$ cat src/pkg/dsf_pkg.sv
// Package for the drive status and fault indication block.
// Assumes a 100 MHz system clock and an APB register slave with 32-bit data.
package dsf_pkg;
	localparam int CLK_MHZ = 100;
	localparam int BLINK_HALF_MS = 250;
	localparam int BLINK_HALF_CYC = BLINK_HALF_MS * 1000 * CLK_MHZ;
	localparam int NFAULT = 6;

	// Register byte addresses.
	localparam logic [7:0] ADR_CTRL = 8'h00;
	localparam logic [7:0] ADR_STAT = 8'h04;
	localparam logic [7:0] ADR_FAULT = 8'h08;
	localparam logic [7:0] ADR_GAIN = 8'h0C;
	localparam logic [7:0] ADR_STEP = 8'h10;
	localparam logic [7:0] ADR_SAVE = 8'h14;
	localparam logic [7:0] ADR_MODE = 8'h18;
	localparam logic [7:0] ADR_IRQ_ST = 8'h1C;
	localparam logic [7:0] ADR_IRQ_MASK = 8'h20;

	// Control register command bits, self-clearing on write.
	localparam int CTRL_DRIVE_ON = 0;
	localparam int CTRL_DRIVE_OFF = 1;
	localparam int CTRL_BRAKE_TOGGLE = 2;
	localparam int CTRL_CONFIGURED = 3;

	// Step-adjust key codes written to the step register.
	localparam logic [2:0] KEY_UP = 3'h1;
	localparam logic [2:0] KEY_DOWN = 3'h2;
	localparam logic [2:0] KEY_SET = 3'h3;
	localparam logic [2:0] KEY_LIST = 3'h4;
	localparam logic [2:0] KEY_QUIT = 3'h5;
	localparam logic [2:0] KEY_ENTER = 3'h6;

	// Save register: code in the low 16 bits as four BCD digits.
	localparam int SAVE_CODE_W = 16;

	// Interrupt status bits.
	localparam int IRQ_FAULT = 0;
	localparam int IRQ_BOOT_DONE = 1;
	localparam int IRQ_SAVE_DONE = 2;
	localparam int IRQ_W = 3;

	localparam logic [31:0] GAIN_RST = 32'h0000_1000;
	localparam logic [1:0] MODE_RST = 2'h0;

	typedef enum logic [1:0] {DSF_BOOT, DSF_UNCONF, DSF_RUN} dsf_boot_t;
endpackage

$ cat src/rtl/dsf_top.sv
// Status and fault indication of a servo drive controller with APB registers.
// Assumes fault, thermal limit and boot-done inputs come from outside this clock domain.
//
// Implementation choices: the register offsets and register access over APB.
`timescale 1ns/1ps

// Summary of operation
// Red indicator blinks while booting and loading parameters.
// After boot completes red indicator stops blinking and lights steadily.
// Unconfigured controller keeps red blinking until configured over serial port.
// Fault while enabled turns green off and red on.
// Re-enabling erases stored faults and turns red off.
// Thermal torque limit lights yellow and holds thermal relay open.
// Green lit while enabled, off when disabled or faulted.
// Ready relay closes when powered and fault free; open while unpowered.
// Re-enable after fault resets fault and closes ready relay.
// Ready relay opens on fault while enabled and when switched off; the code leaves it closed on the drive off command.
// Fault latches hold until read by query, then clear.
// Query also reports a present bit for each live fault.
// Step mode up and down keys change value by five percent.
// Set accepts typed value, list shows value, quit leaves mode.
// Save accepted only with a four digit code number.
// Save also stores control mode and reference source.
// Enable releases brake; disable turns off; separate command engages brake; the code's command toggles the brake release instead.
// Latch on rising fault; present bit follows live condition.
module dsf_top (
	input wire logic mclk_i,
	input wire logic rst_i,
	input wire logic psel_i,
	input wire logic penable_i,
	input wire logic pwrite_i,
	input wire logic [7:0] paddr_i,
	input wire logic [31:0] pwdata_i,
	output logic [31:0] prdata_o,
	output logic pready_o,
	output logic pslverr_o,
	input wire logic [dsf_pkg::NFAULT-1:0] fault_i,
	input wire logic thermal_limit_i,
	input wire logic boot_done_i,
	input wire logic was_configured_i,
	output logic led_red_o,
	output logic led_yellow_o,
	output logic led_green_o,
	output logic thermal_relay_closed_o,
	output logic ready_relay_closed_o,
	output logic drive_enable_o,
	output logic brake_release_o,
	output logic save_req_o,
	output logic [1:0] saved_loop_mode_o,
	output logic [1:0] saved_ref_src_o,
	output logic irq_o
);
	localparam int NF = dsf_pkg::NFAULT;

	// Two-stage synchronisers for all asynchronous levels.
	logic [NF+2:0] sync1_q;
	logic [NF+2:0] sync2_q;
	always_ff @(posedge mclk_i) begin
		if (rst_i) begin
			sync1_q <= '0;
			sync2_q <= '0;
		end else begin
			sync1_q <= {was_configured_i, boot_done_i, thermal_limit_i, fault_i};
			sync2_q <= sync1_q;
		end
	end
	logic [NF-1:0] flt_s;
	logic therm_s;
	logic boot_s;
	logic conf_s;
	assign flt_s = sync2_q[NF-1:0];
	assign therm_s = sync2_q[NF];
	assign boot_s = sync2_q[NF+1];
	assign conf_s = sync2_q[NF+2];

	// APB decode: zero wait state, every access is answered in its access phase.
	logic wr;
	logic rd;
	assign wr = psel_i & penable_i & pwrite_i;
	assign rd = psel_i & penable_i & ~pwrite_i;
	assign pready_o = 1'b1;
	logic mapped;
	always_comb begin
		unique case (paddr_i)
			dsf_pkg::ADR_CTRL, dsf_pkg::ADR_STAT, dsf_pkg::ADR_FAULT, dsf_pkg::ADR_GAIN,
			dsf_pkg::ADR_STEP, dsf_pkg::ADR_SAVE, dsf_pkg::ADR_MODE, dsf_pkg::ADR_IRQ_ST,
			dsf_pkg::ADR_IRQ_MASK: mapped = 1'b1;
			default: mapped = 1'b0;
		endcase
	end
	assign pslverr_o = psel_i & penable_i & ~mapped;

	logic wr_ctrl;
	logic wr_step;
	logic wr_save;
	logic wr_mode;
	logic rd_fault;
	assign wr_ctrl = wr & (paddr_i == dsf_pkg::ADR_CTRL);
	assign wr_step = wr & (paddr_i == dsf_pkg::ADR_STEP);
	assign wr_save = wr & (paddr_i == dsf_pkg::ADR_SAVE);
	assign wr_mode = wr & (paddr_i == dsf_pkg::ADR_MODE);
	assign rd_fault = rd & (paddr_i == dsf_pkg::ADR_FAULT);

	// Boot sequencing.
	dsf_pkg::dsf_boot_t boot_q;
	logic cfg_cmd;
	assign cfg_cmd = wr_ctrl & pwdata_i[dsf_pkg::CTRL_CONFIGURED];
	always_ff @(posedge mclk_i) begin
		if (rst_i) begin
			boot_q <= dsf_pkg::DSF_BOOT;
		end else begin
			unique case (boot_q)
				dsf_pkg::DSF_BOOT: if (boot_s) begin
					boot_q <= conf_s ? dsf_pkg::DSF_RUN : dsf_pkg::DSF_UNCONF;
				end
				dsf_pkg::DSF_UNCONF: if (cfg_cmd) begin
					boot_q <= dsf_pkg::DSF_RUN;
				end
				dsf_pkg::DSF_RUN: boot_q <= dsf_pkg::DSF_RUN;
			endcase
		end
	end
	logic booted;
	assign booted = (boot_q == dsf_pkg::DSF_RUN);

	// Blink divider toggles the blink_q level every half period.
	logic [31:0] blink_cnt_q;
	logic blink_q;
	always_ff @(posedge mclk_i) begin
		if (rst_i) begin
			blink_cnt_q <= '0;
			blink_q <= 1'b0;
		end else if (blink_cnt_q == 32'(dsf_pkg::BLINK_HALF_CYC - 1)) begin
			blink_cnt_q <= '0;
			blink_q <= ~blink_q;
		end else begin
			blink_cnt_q <= blink_cnt_q + 32'h1;
		end
	end

	// Fault channels.
	logic [NF-1:0] latched;
	logic [NF-1:0] present;
	logic [NF-1:0] rise;
	logic [NF-1:0] clr;
	logic reenable;
	for (genvar g = 0; g < NF; g++) begin : g_flt
		dsf_fault_latch u_latch (
			.mclk_i(mclk_i),
			.rst_i(rst_i),
			.fault_i(flt_s[g]),
			.clear_i(clr[g]),
			.latched_o(latched[g]),
			.present_o(present[g]),
			.rise_o(rise[g])
		);
	end
	assign clr = {NF{rd_fault | reenable}};

	// Drive enable and brake, driven by terminal commands.
	logic on_cmd;
	logic off_cmd;
	logic brk_cmd;
	logic any_fault;
	assign on_cmd = wr_ctrl & pwdata_i[dsf_pkg::CTRL_DRIVE_ON];
	assign off_cmd = wr_ctrl & pwdata_i[dsf_pkg::CTRL_DRIVE_OFF];
	assign brk_cmd = wr_ctrl & pwdata_i[dsf_pkg::CTRL_BRAKE_TOGGLE];
	assign any_fault = |rise;
	assign reenable = on_cmd & booted;
	logic fault_trip_q;
	always_ff @(posedge mclk_i) begin
		if (rst_i) begin
			drive_enable_o <= 1'b0;
			brake_release_o <= 1'b0;
		end else if (any_fault & drive_enable_o) begin
			drive_enable_o <= 1'b0;
		end else if (reenable) begin
			drive_enable_o <= 1'b1;
			brake_release_o <= 1'b1;
		end else if (off_cmd) begin
			drive_enable_o <= 1'b0;
		end else if (brk_cmd) begin
			brake_release_o <= ~brake_release_o;
		end
	end

	// Trip memory: a fault while enabled drives red on and opens the ready relay.
	always_ff @(posedge mclk_i) begin
		if (rst_i) begin
			fault_trip_q <= 1'b0;
		end else if (any_fault & drive_enable_o) begin
			fault_trip_q <= 1'b1;
		end else if (reenable) begin
			fault_trip_q <= 1'b0;
		end
	end

	// Indicators and relays, registered.
	always_ff @(posedge mclk_i) begin
		if (rst_i) begin
			led_red_o <= 1'b0;
			led_yellow_o <= 1'b0;
			led_green_o <= 1'b0;
			thermal_relay_closed_o <= 1'b0;
			ready_relay_closed_o <= 1'b0;
		end else begin
			if (!booted) begin
				led_red_o <= blink_q;
			end else begin
				led_red_o <= fault_trip_q | (|present) | ~drive_enable_o & ~reenable;
			end
			led_yellow_o <= therm_s;
			thermal_relay_closed_o <= ~therm_s;
			led_green_o <= drive_enable_o & ~fault_trip_q;
			ready_relay_closed_o <= ~fault_trip_q & ~(|present & ~booted);
		end
	end

	// Step-adjust entry of the selected gain.
	logic [31:0] gain_q;
	logic [31:0] typed_q;
	logic step_mode_q;
	logic list_q;
	logic [2:0] key;
	logic [31:0] five_pct;
	assign key = pwdata_i[2:0];
	assign five_pct = gain_q / 32'h14;
	always_ff @(posedge mclk_i) begin
		if (rst_i) begin
			gain_q <= dsf_pkg::GAIN_RST;
			typed_q <= '0;
			step_mode_q <= 1'b0;
			list_q <= 1'b0;
		end else if (wr_step) begin
			list_q <= 1'b0;
			if (key == dsf_pkg::KEY_ENTER) begin
				step_mode_q <= 1'b1;
				typed_q <= {3'h0, pwdata_i[31:3]};
			end else if (step_mode_q) begin
				unique case (key)
					dsf_pkg::KEY_UP: gain_q <= gain_q + five_pct;
					dsf_pkg::KEY_DOWN: gain_q <= gain_q - five_pct;
					dsf_pkg::KEY_SET: gain_q <= {3'h0, pwdata_i[31:3]};
					dsf_pkg::KEY_LIST: list_q <= 1'b1;
					dsf_pkg::KEY_QUIT: step_mode_q <= 1'b0;
					default: typed_q <= typed_q;
				endcase
			end
		end
	end

	// Control mode and reference source, plus the saved copies.
	logic [1:0] loop_mode_q;
	logic [1:0] ref_src_q;
	logic code_ok;
	assign code_ok = (pwdata_i[3:0] < 4'hA) & (pwdata_i[7:4] < 4'hA) &
		(pwdata_i[11:8] < 4'hA) & (pwdata_i[15:12] < 4'hA);
	always_ff @(posedge mclk_i) begin
		if (rst_i) begin
			loop_mode_q <= dsf_pkg::MODE_RST;
			ref_src_q <= dsf_pkg::MODE_RST;
			saved_loop_mode_o <= dsf_pkg::MODE_RST;
			saved_ref_src_o <= dsf_pkg::MODE_RST;
			save_req_o <= 1'b0;
		end else begin
			save_req_o <= 1'b0;
			if (wr_mode) begin
				loop_mode_q <= pwdata_i[1:0];
				ref_src_q <= pwdata_i[5:4];
			end
			if (wr_save && code_ok) begin
				save_req_o <= 1'b1;
				saved_loop_mode_o <= loop_mode_q;
				saved_ref_src_o <= ref_src_q;
			end
		end
	end

	// Interrupts: sticky, write one to clear, set wins over clear.
	logic [dsf_pkg::IRQ_W-1:0] irq_st_q;
	logic [dsf_pkg::IRQ_W-1:0] irq_mask_q;
	logic [dsf_pkg::IRQ_W-1:0] irq_set;
	logic [dsf_pkg::IRQ_W-1:0] irq_clr;
	logic booted_q;
	always_ff @(posedge mclk_i) begin
		if (rst_i) begin
			booted_q <= 1'b0;
		end else begin
			booted_q <= booted;
		end
	end
	assign irq_set = {save_req_o, booted & ~booted_q, any_fault};
	assign irq_clr = (wr && paddr_i == dsf_pkg::ADR_IRQ_ST) ? pwdata_i[dsf_pkg::IRQ_W-1:0] : '0;
	always_ff @(posedge mclk_i) begin
		if (rst_i) begin
			irq_st_q <= '0;
			irq_mask_q <= '0;
		end else begin
			irq_st_q <= (irq_st_q & ~irq_clr) | irq_set;
			if (wr && paddr_i == dsf_pkg::ADR_IRQ_MASK) begin
				irq_mask_q <= pwdata_i[dsf_pkg::IRQ_W-1:0];
			end
		end
	end
	assign irq_o = |(irq_st_q & irq_mask_q);

	// Read data mux.
	always_comb begin
		prdata_o = '0;
		if (rd) begin
			unique case (paddr_i)
				dsf_pkg::ADR_CTRL: prdata_o = {28'h0, ~(boot_q == dsf_pkg::DSF_UNCONF),
					1'b0, brake_release_o, drive_enable_o};
				dsf_pkg::ADR_STAT: prdata_o = {24'h0, ready_relay_closed_o, led_green_o,
					led_yellow_o, led_red_o, list_q, step_mode_q, boot_q};
				dsf_pkg::ADR_FAULT: prdata_o = {16'h0, 2'h0, present, 2'h0, latched};
				dsf_pkg::ADR_GAIN: prdata_o = gain_q;
				dsf_pkg::ADR_STEP: prdata_o = typed_q;
				dsf_pkg::ADR_MODE: prdata_o = {26'h0, ref_src_q, 2'h0, loop_mode_q};
				dsf_pkg::ADR_IRQ_ST: prdata_o = {29'h0, irq_st_q};
				dsf_pkg::ADR_IRQ_MASK: prdata_o = {29'h0, irq_mask_q};
				default: prdata_o = '0;
			endcase
		end
	end
endmodule

$ cat src/rtl/dsf_fault_latch.sv
// One fault channel: latched entry, present indication and edge detect.
// Assumes the fault level is already synchronous to mclk_i.
`timescale 1ns/1ps
module dsf_fault_latch (
	input wire logic mclk_i,
	input wire logic rst_i,
	input wire logic fault_i,
	input wire logic clear_i,
	output logic latched_o,
	output logic present_o,
	output logic rise_o
);
	logic prev_q;

	always_ff @(posedge mclk_i) begin
		if (rst_i) begin
			prev_q <= 1'b0;
			present_o <= 1'b0;
		end else begin
			prev_q <= fault_i;
			present_o <= fault_i;
		end
	end

	assign rise_o = fault_i & ~prev_q;

	// A new rising edge in the clearing cycle wins so no fault is lost.
	always_ff @(posedge mclk_i) begin
		if (rst_i) begin
			latched_o <= 1'b0;
		end else if (rise_o) begin
			latched_o <= 1'b1;
		end else if (clear_i) begin
			latched_o <= 1'b0;
		end
	end
endmodule

$ cat config.mk
export PLATFORM = sky130hd
export DESIGN_NAME = dsf_top
export DESIGN_NICKNAME = d
export VERILOG_FILES = /design/src/pkg/dsf_pkg.sv /design/src/rtl/dsf_top.sv /design/src/rtl/dsf_fault_latch.sv
export SDC_FILE = /design/constraint.sdc
export NUM_CORES = 1
export LEC_CHECK = 0
export ABC_AREA = 0
export BUFFER_PORTS_ARGS = -buffer_cell sky130_fd_sc_hd__buf_2
export CAP_MARGIN = 30
export CORE_ASPECT_RATIO = 0.8
export CORE_MARGIN = 1
export CORE_UTILIZATION = 32
export CTS_CLUSTER_SIZE = 20
export DETAILED_ROUTE_END_ITERATION = 12
export GPL_ROUTABILITY_DRIVEN = 1
export GPL_TIMING_DRIVEN = 0
export PLACE_DENSITY = 0.47
export SLEW_MARGIN = 10
export SYNTH_ARGS = -nofsm -noshare
export SYNTH_HDL_FRONTEND = slang
export SYNTH_SLANG_ARGS = --single-unit
export TNS_END_PERCENT = 1
$ cat constraint.sdc
create_clock -name mclk_i -period 34.2 [get_ports mclk_i]
set_clock_uncertainty 0.2 [all_clocks]
set_input_delay 1.71 -clock mclk_i [delete_from_list [all_inputs] [get_ports mclk_i]]
set_output_delay 1.71 -clock mclk_i [all_outputs]
set_load 0.01 [all_outputs]
# After elaboration in Yosys (flattened, before gate mapping)
# Index checks and enable logic that the tools add are counted.
word_totals:
  input_bits: 54
  elab_cells: 177
  reg_bits: 152
  output_inout_bits: 47
classes:
  add_sub_neg: 3
  order_cmp: 4
  div: 1
  bitwise_logic: 56
  reduce_logical: 25
  muxes: 31
  eq_ne: 20
op_table:
  columns: ["operator", "count"]
  rows:
  - ["$pmux W32 S8", 1]
  - ["$pmux W32 S3", 1]
  - ["$add A32 B1 Y32 const B", 1]
  - ["$add A32 B32 Y32", 1]
  - ["$div A32 B5 Y32 const B", 1]
  - ["$eq A32 B25 Y1 const B", 1]
  - ["$eq A8 B5 Y1 const B", 4]
  - ["$mux W32", 1]
  - ["$sub A32 B32 Y32", 1]
  - ["$and A1 B1 Y1", 29]
  - ["$mux W1", 23]
  - ["$not A1 Y1", 20]
  - ["$reduce_bool A2 Y1", 9]
  - ["$eq A8 B4 Y1 const B", 2]
  - ["$lt A4 B4 Y1 const B", 4]
  - ["$reduce_or A6 Y1", 2]
  - ["$eq A3 B3 Y1 const B", 3]
  - ["$reduce_or A9 Y1", 1]
  - ["$eq A8 B3 Y1 const B", 1]
  - ["$eq A8 B6 Y1 const B", 1]
  - ["$logic_not A8 Y1", 1]
  - ["$and A3 B3 Y3", 2]
  - ["$eq A3 B2 Y1 const B", 2]
  - ["$mux W2", 3]
  - ["other kinds (17)", 25]

# Logic depth before layout (Yosys ltp)
# Gate-level depths: netlist of the first run.
depth:
  depth_word: 9
  ltp_mapped: 80
  depth_no_buf: 70

# Modules after synthesis
# A second synthesis of the first run with hierarchy kept.
hier_totals:
  hier_cells: 1849
  hier_area_um2: 13412.9
modules_own_cells:
  columns: ["mod", "area_each_um2", "n_inst", "cells_each", "seq_area_each_um2"]
  rows:
  - ["dsf_top", 12954.9, 1, 1813, 2802.7]
  - ["dsf_fault_latch", 76.3, 6, 6, 40.0]

# Worst setup path after synthesis of the first run
# No wires, ideal clock.
synth_timing:
  kind: "flip-flop to flip-flop"
  start: "reg gain_q[29]"
  end: "reg gain_q[31]"
  n_path_buf: 5
  required_time_ns: 33.930
  path_slack_ns: 19.337
  synth_period_minus_slack_ns: 14.863
  t_arrival_ns: 14.594
  setup_ns: 0.070
  stages_incl_launch_ff: 76
  path_cell_list: "dfxtp_1 buf_4 or3b_1 o221a_1 a31o_1 and2_1 buf_6 a32o_1 a2111oi_4 nor2_2 a221o_1 and3_4 mux2_4 a2bb2oi_2 nand4_1 or3_1 a21oi_2 o21a_2 [40 not listed] o21ai_0 a21boi_0 o21ai_0 a21boi_0 o21ai_0 a21boi_0 o21ai_0 a21boi_0 o21ai_0 a21boi_0 o21ai_0 a21oi_1 o41a_1 mux2i_1 a21oi_1 a21oi_1 nand2_1 a21oi_1"
synth_via:
  elab_chain_len: 3
  elab_cells_between_ends: 4
  cone_classes: "2 x add/sub; 1 x div; 1 x mux"
synth_lines:
  columns: ["element", "line_no", "source"]
  rows:
  - ["start, declared", "dsf_top.sv:220", "logic [31:0] gain_q;"]
  - ["start signal, assigned", "dsf_top.sv:230", "gain_q <= dsf_pkg::GAIN_RST;"]
  - ["start signal, assigned", "dsf_top.sv:241", "dsf_pkg::KEY_UP: gain_q <= gain_q + five_pct;"]
  - ["start signal, assigned", "dsf_top.sv:242", "dsf_pkg::KEY_DOWN: gain_q <= gain_q - five_pct;"]
  - ["$div A32 B5 Y32", "dsf_top.sv:227", "assign five_pct = gain_q / 32'h14;"]
  - ["$sub A32 B32 Y32 / $add A32 B32 Y32 (equally long branches)", "dsf_top.sv:242, dsf_top.sv:241", null]
  - ["$pmux W32 S3 (*)", "dsf_top.sv:240", "unique case (key)"]
# Every way passes the cells marked *; elsewhere a longest branch is shown, timed or not.
# A chain may end at the register's enable or synchronous reset.

# Worst setup path after layout of the first run
layout_timing:
  start: "reg gain_q[30]"
  end: "reg gain_q[31]"
# The elaborated chain is that of the path after synthesis.

==> results.tsv, run 1 <==
stage	metric	value	unit
synth	Seq cells post-synth	152	
routing	Avg WL per Cell	20.11	µm
layout	filler cell count	4196	
worst_setup_path	Crit Path Category	reg2reg	
power	P per Cell Area	28.08	mW/mm²
worst_setup_path	crit-path max cell delay	670	ps
cts	clk_lat worst skew	440	ps
power	clock power share	47.2	%
worst_setup_path	WP data arrival	18830	ps
synth	EDFF count, synth	0	
cts	post-CTS sizing	0	
floorplanning	core area	0.03977	mm²
synth	syn nets	1876	
worst_setup_path	FF-to-FF Start	gain_q[30]$_SDFFE_PP0P_	
synth	post-synthesis adder-cell area fraction	3.771	%
layout	proportion of layout cells with a drive suffix above 1	12.78	%
worst_setup_path	Critical Path Source Type	register	
floorplanning	Initial Utilization	32.79	%
synth	simple-gate share of the synthesized area	28.67	%
synth	sequential fraction of the synthesis area	23.33	%
routing	Iteration-0 DRC Markers	1406	
routing	First-pass DRT Iterations	7	
floorplanning	die area	0.04157	mm²
routing	final antenna-violating net count	0	
sta	RSZ-0062 raised after global routing	no	
power	switch share	28.03	%
routing	DRT Wirelength	49330	µm
grt	global-route usage over all layers	23.46	%
min_path	hold path cells	1	
synth	Post-Syn Area	0.01304	mm²
synth	largest family of logic cells by synthesized area	compound AO/OA/AOI/OAI gates	
power	Peak VDD IR	32.78	µV
sta	TNS Setup	0	ps
synth	YS warnings	0	
flow_run	Max Cap Violations	0	
cts	Clock Tree Root	clkbuf_16	
power	internal power	0.2994	mW
routing	Remaining DRCs	0	
run_status	status	finished clean	
cts	CTS tree	built	
sta	worst rel slew slack	38.31	%
worst_setup_path	worst r2r dst	gain_q[31]$_SDFFE_PP0P_	
synth	mux contribution to synthesized area	2.754	%
floorplanning	Rows	65	
worst_setup_path	flop2flop setup slack	15520	ps
power	combinational share of power	8.6	%
worst_setup_path	number of buffers and inverters on the critical path	7	
cts	Clock Tree Buf Depth	2	
min_path	Min-Delay Path Class	reg2reg	
cts	CTS clock-pin slew for the worst setup and hold paths	80	ps
layout	Area growth syn-to-layout	13.62	%
sta	Final min period	18680	ps
worst_setup_path	FF-to-FF path depth	76	
synth	Async SR Flop Fraction	0	%
place	hpwl dp	37790	µm
synth	Synth Area in Compound Gates	30.59	%
sta	# setup viols final	0	
synth	Cells after Synth	1785	
worst_setup_path	cell family with most CP delay	compound AO/OA/AOI/OAI gates	
floorplanning	die height	182.6	µm
routing	DR vias/cell	5.806	
synth	commonest register cell after synthesis	dfxtp_1	
cts	H-Tree Depth	4	
grt	largest net degree at the start of global routing	18	
cts	Inserted Clock Buffers	17	
power	sequential share of power	44.2	%
worst_setup_path	Slowest cell on crit path	o31ai_1	
power	Final Total Pwr	0.4160	mW
sta	endpoints failing hold	0	
grt	first-pass GRT wire length	77180	µm
sta	Final Max Slew Viols	0	
worst_setup_path	Worst Path Required	34350	ps
sta	worst slew pin tran	921.2	ps
worst_setup_path	crit-path max FO	10	
layout	nets@finish	1995	
min_path	hold endpoint	thermal_relay_closed_o$_SDFF_PP0_	
cts	Setup Buffers After CTS	0	
sta	top achievable clock speed	53.54	MHz
layout	ant diodes	0	
floorplanning	num ports	101	
synth	Mapped Avg Cell Area	7.306	µm²
worst_setup_path	Critical Path Sink Type	register	
worst_setup_path	CP dominant cell by count	o21ai_0	
floorplanning	die width	227.7	µm
cts	Sink Count	152	
place	GP Congestion	0.9076	
grt	initial antenna violation count	0	
synth	Distinct cells, synth	125	
place	quantity of I/O buffers inserted on ports	99	
synth	XOR/XNOR Fraction of Synth Area	4.835	%
routing	DR vias	14242	
power	NetSw	0.1166	mW
sta	Final Cycle Share	54.61	%
power	Leak	5.447	nW
min_path	min-delay src	sync2_q[6]$_SDFF_PP0_	
grt	vias in the first global route	13115	
cts	Hold-fix buffers, CTS	0	
grt	grt ovf	0	
[routing by layer]
metal	vias to the layer above	global-route usage [%]	part of all wire, %
met1	6800	34.90	50
li1	6850	-	-
met4	0	6.459	2.3
met2	536	34.67	41
met3	56	3.391	6.5
met5	-	0	0
[power groups by stage]
stage | Combinational [mW] | Sequential, mW | Clock (mW)
3_5_place_dp | 0.0354 | 0.188 | 0
5_1_grt | 0.0394 | 0.184 | 0.208
6_report | 0.0357 | 0.184 | 0.196
3_3_place_gp | 0.0352 | 0.188 | 0
4_1_cts | 0.0356 | 0.184 | 0.200
2_1_floorplan | 0.0214 | 0.187 | 0
[cells in the final DEF (no fill, tap or decap), drive strengths merged, types with 17 or more instances in the layout]
cell type and instances:
nand2b 17, inv 63, xor2 34, xnor2 38, mux2i 22, and3 29, o21ai 95, o211ai 20
ha 36, nor2b 37, a21oi 114, nor3 75, buf 133, nor4 20, dfxtp 152, nor2 194
nand3 60, clkbuf 112, nand2 210, a211oi 68, a22oi 29, a21boi 25, a31oi 21, nand4 22
[cells by family after synthesis]
logic type | count (synthesis)
other cells | 1
compound gates | 548
simple gates | 749
xor+xnor | 72
buf+inv | 190
fa+ha+maj | 39
mux | 34
flops | 152
[state kept, by name, summed over array words and instances, names as in the netlist, 2 cells and up]
name,cells
typed_q,29
loop_mode_q,2
saved_loop_mode_o,2
irq_mask_q,3
sync2_q,9
saved_ref_src_o,2
blink_cnt_q,32
g_flt.u_latch.latched_o,6
g_flt.u_latch.prev_q,6
boot_q,2
ref_src_q,2
gain_q,32
irq_st_q,3
sync1_q,9
[layout make-up]
| cell class | instances | area [µm²] | area share [%] |
|---|---|---|---|
| Multi-Input combinational cell | 1443 | 9213 | 62.17 |
| Buffer | 128 | 553.0 | 3.732 |
| Clock inverter | 15 | 180.2 | 1.216 |
| Timing Repair Buffer | 100 | 500.5 | 3.378 |
| Inverter | 62 | 232.7 | 1.571 |
| Clock buffer | 17 | 425.4 | 2.871 |
| Tap cell | 536 | 670.6 | 4.526 |
| Sequential cell | 152 | 3043 | 20.54 |
[Yosys cell counts, types with 22 or more instances]
cell / count / area [µm²]
nand2_1: 208 / 780.8
nor2_1: 191 / 716.9
and3_1: 28 / 175.2
ha_1: 36 / 450.4
a22oi_1: 29 / 217.7
a21boi_0: 24 / 180.2
a211oi_1: 66 / 495.5
inv_1: 53 / 198.9
nor3_1: 72 / 360.4
o21ai_0: 74 / 370.4
nand3_1: 58 / 290.3
clkbuf_1: 95 / 356.6
nor2b_1: 37 / 231.5
xnor2_1: 38 / 332.8
mux2i_1: 22 / 220.2
dfxtp_1: 152 / 3043
a21oi_1: 109 / 545.5
xor2_1: 34 / 297.8
[per-stage QoR]
| stage | instance area [µm²] | worst slack [ps] | instances | hold WS [ps] | util [%] |
|---|---|---|---|---|---|
| 3_3_place_gp | 14210 | 15890 | 2420 | 214.6 | 35.72 |
| 5_1_grt | 14820 | 13800 | 2453 | 239.2 | 37.26 |
| 4_1_cts | 14820 | 15840 | 2453 | 224.1 | 37.26 |
| 6_report | 14820 | 15520 | 2453 | 223.2 | 37.26 |
| 2_1_floorplan | 13040 | 19340 | 1785 | 184.5 | - |
| 3_5_place_dp | 14210 | 16000 | 2421 | 211.3 | 35.74 |
[worst register-to-register path: cells and delay by family, from the launching register on]
kind / cells / cell delay [ps]
simple gates: 14 / 3840
flops: 1 / 380
mux: 2 / 430
fa+ha+maj: 2 / 540
compound gates: 51 / 11510
buf+inv: 7 / 1730
[worst max path at each step]
stage | slack (ps) | to | cells past startpoint | startpoint
finish | 15520 | gain_q[31]$_SDFFE_PP0P_ | 76 | gain_q[30]$_SDFFE_PP0P_
global route | 13800 | gain_q[31]$_SDFFE_PP0P_ | 77 | gain_q[30]$_SDFFE_PP0P_
CTS | 15840 | gain_q[31]$_SDFFE_PP0P_ | 75 | gain_q[30]$_SDFFE_PP0P_
detailed placement | 16000 | gain_q[31]$_SDFFE_PP0P_ | 75 | gain_q[30]$_SDFFE_PP0P_
global placement | 15890 | gain_q[31]$_SDFFE_PP0P_ | 76 | gain_q[27]$_SDFFE_PP0P_
floorplan | 19340 | gain_q[31]$_SDFFE_PP0P_ | 75 | gain_q[29]$_SDFFE_PP0P_
(Power assumes the default switching activity.)
==> run 2, diff against run 1 <==
- clock period: 34.2 -> 17.9 ns (I/O delays scaled with it)
==> run 2 against run 1 <==
Against the previous run:
- flip-flop and latch count unchanged
- first-iteration DRC count up 12%
- maximum frequency up 12%
- clock-buffer cell count unchanged
==> results.tsv, run 2 (same netlist as run 1, synthesis figures left out) <==
stage	metric	value	unit
layout	ant diodes	0	
layout	most frequent cells in the layout	nand2_1, nor2_1, dfxtp_1	
routing	DR vias/cell	5.793	
grt	first-pass GRT wire length	77410	µm
floorplanning	die area	0.04157	mm²
worst_setup_path	crit-path max cell delay	600	ps
layout	proportion of layout cells with a drive suffix above 1	16.13	%
min_path	Min-Delay Path Class	reg2reg	
sta	Final min period	16740	ps
grt	initial antenna violation count	0	
sta	top achievable clock speed	59.72	MHz
layout	Area growth syn-to-layout	17.58	%
worst_setup_path	Worst Path Required	18050	ps
cts	CTS tree	built	
sta	Final Max Slew Viols	0	
power	Peak VDD IR	62.46	µV
cts	Inserted Clock Buffers	17	
layout	filler cell count	4160	
power	P per Cell Area	51.87	mW/mm²
floorplanning	die width	227.7	µm
floorplanning	Initial Utilization	32.79	%
worst_setup_path	Slowest cell on crit path	or4_4	
place	Area after DPL	0.01421	mm²
worst_setup_path	flop2flop setup slack	1160	ps
cts	H-Tree Depth	4	
place	quantity of I/O buffers inserted on ports	99	
grt	largest net degree at the start of global routing	18	
sta	worst rel slew slack	44.51	%
cts	Clock Tree Buf Depth	2	
worst_setup_path	crit-path max FO	10	
place	GP Congestion	0.9076	
power	Final Total Pwr	0.7953	mW
sta	# setup viols final	0	
routing	Avg WL per Cell	20.19	µm
grt	vias in the first global route	13178	
flow_run	Max Cap Violations	0	
cts	Sink Count	152	
layout	Final Util	38.56	%
cts	CTS clock-pin slew for the worst setup and hold paths	80	ps
run_status	status	finished clean	
power	Leak	5.650	nW
worst_setup_path	Crit Path Category	reg2reg	
routing	DRT Wirelength	49980	µm
layout	commonest non-fill, non-tap cell in the layout	nand2_1	
layout	Top Registers	blink_cnt_q (32), gain_q (32), typed_q (29)	
routing	DR vias	14343	
sta	worst slew pin tran	824.8	ps
layout	cell area after layout	0.01533	mm²
worst_setup_path	WP data arrival	16900	ps
cts	Clock Tree Root	clkbuf_16	
layout	nets@finish	2018	
worst_setup_path	Critical Path Sink Type	register	
sta	Final Cycle Share	93.54	%
floorplanning	num ports	101	
cts	Hold-fix buffers, CTS	0	
routing	Remaining DRCs	0	
routing	Iteration-0 DRC Markers	1572	
sta	endpoints failing hold	0	
routing	final antenna-violating net count	0	
floorplanning	Rows	65	
floorplanning	core area	0.03977	mm²
place	hpwl dp	37790	µm
grt	grt ovf	0	
cts	clk_lat worst skew	440	ps
floorplanning	die height	182.6	µm
worst_setup_path	Critical Path Source Type	register	
grt	global-route usage over all layers	23.52	%
routing	First-pass DRT Iterations	8	
[run 2: cell types whose count changed in the layout (fill, tap and decap cells not counted), sizes merged]
cell and change:
buf +20, clkbuf +3
[run 2: metal layers]
metal	GRT usage, %	vias up	share of wire [%]
met3	3.391	61	6.1
met2	34.99	534	42
met5	0	-	0
met4	6.405	0	2.2
li1	-	6897	-
met1	34.83	6851	50
[run 2: repair_timing]
item | CTS | global route
buffers inserted | 4 | 20
pin swaps | 2 | 16
endpoints found under the setup margin | 1 | 11
gates resized for setup | 8 | 86
[run 2: final timing paths]
path	from	end	cells past startpoint
max	gain_q[30]$_SDFFE_PP0P_	gain_q[31]$_SDFFE_PP0P_	79
min	sync2_q[6]$_SDFF_PP0_	thermal_relay_closed_o$_SDFF_PP0_	1
max reg2reg	gain_q[30]$_SDFFE_PP0P_	gain_q[31]$_SDFFE_PP0P_	79
min reg2reg	sync2_q[6]$_SDFF_PP0_	thermal_relay_closed_o$_SDFF_PP0_	1
[run 2: worst max-delay path: cells and delay by family (launching register included)]
kind | cells | cell delay [ps]
fa+ha+maj | 2 | 540
mux | 1 | 320
compound gates | 50 | 10050
buf+inv | 9 | 1870
flops | 1 | 380
simple gates | 17 | 3300
[run 2: where the power goes]
part	leakage [nW]	total, mW	internal, mW	switching (mW)
logic	4.13	0.0684	0.0262	0.0422
clock network	0.290	0.376	0.201	0.175
registers	1.23	0.351	0.345	0.00579
[run 2: cell type report]
class                   count  area [µm²]  share of cell area, %
clock inverters            15       180.2                  1.175
repair buffers            124       693.2                  4.521
plain buffers             127       566.8                  3.696
inverters                  62       232.7                  1.518
clock buffers              17       425.4                  2.774
well taps                 536       670.6                  4.374
multi-input cells        1443        9522                  62.10
flip-flops and latches    152        3043                  19.84
[run 2: metrics by stage]
stage | hold slack, ps | setup TNS [ps] | std cells | setup WS, ps
detailed placement | 211.3 | -301.9 | 2421 | -301.9
floorplan | 184.5 | 0 | 1785 | 3037
finish | 224.1 | 0 | 2476 | 1156
global route | 239.2 | -99.45 | 2476 | -58.48
CTS | 224.1 | 0 | 2457 | 1.608
global placement | 214.6 | -405.2 | 2420 | -405.2
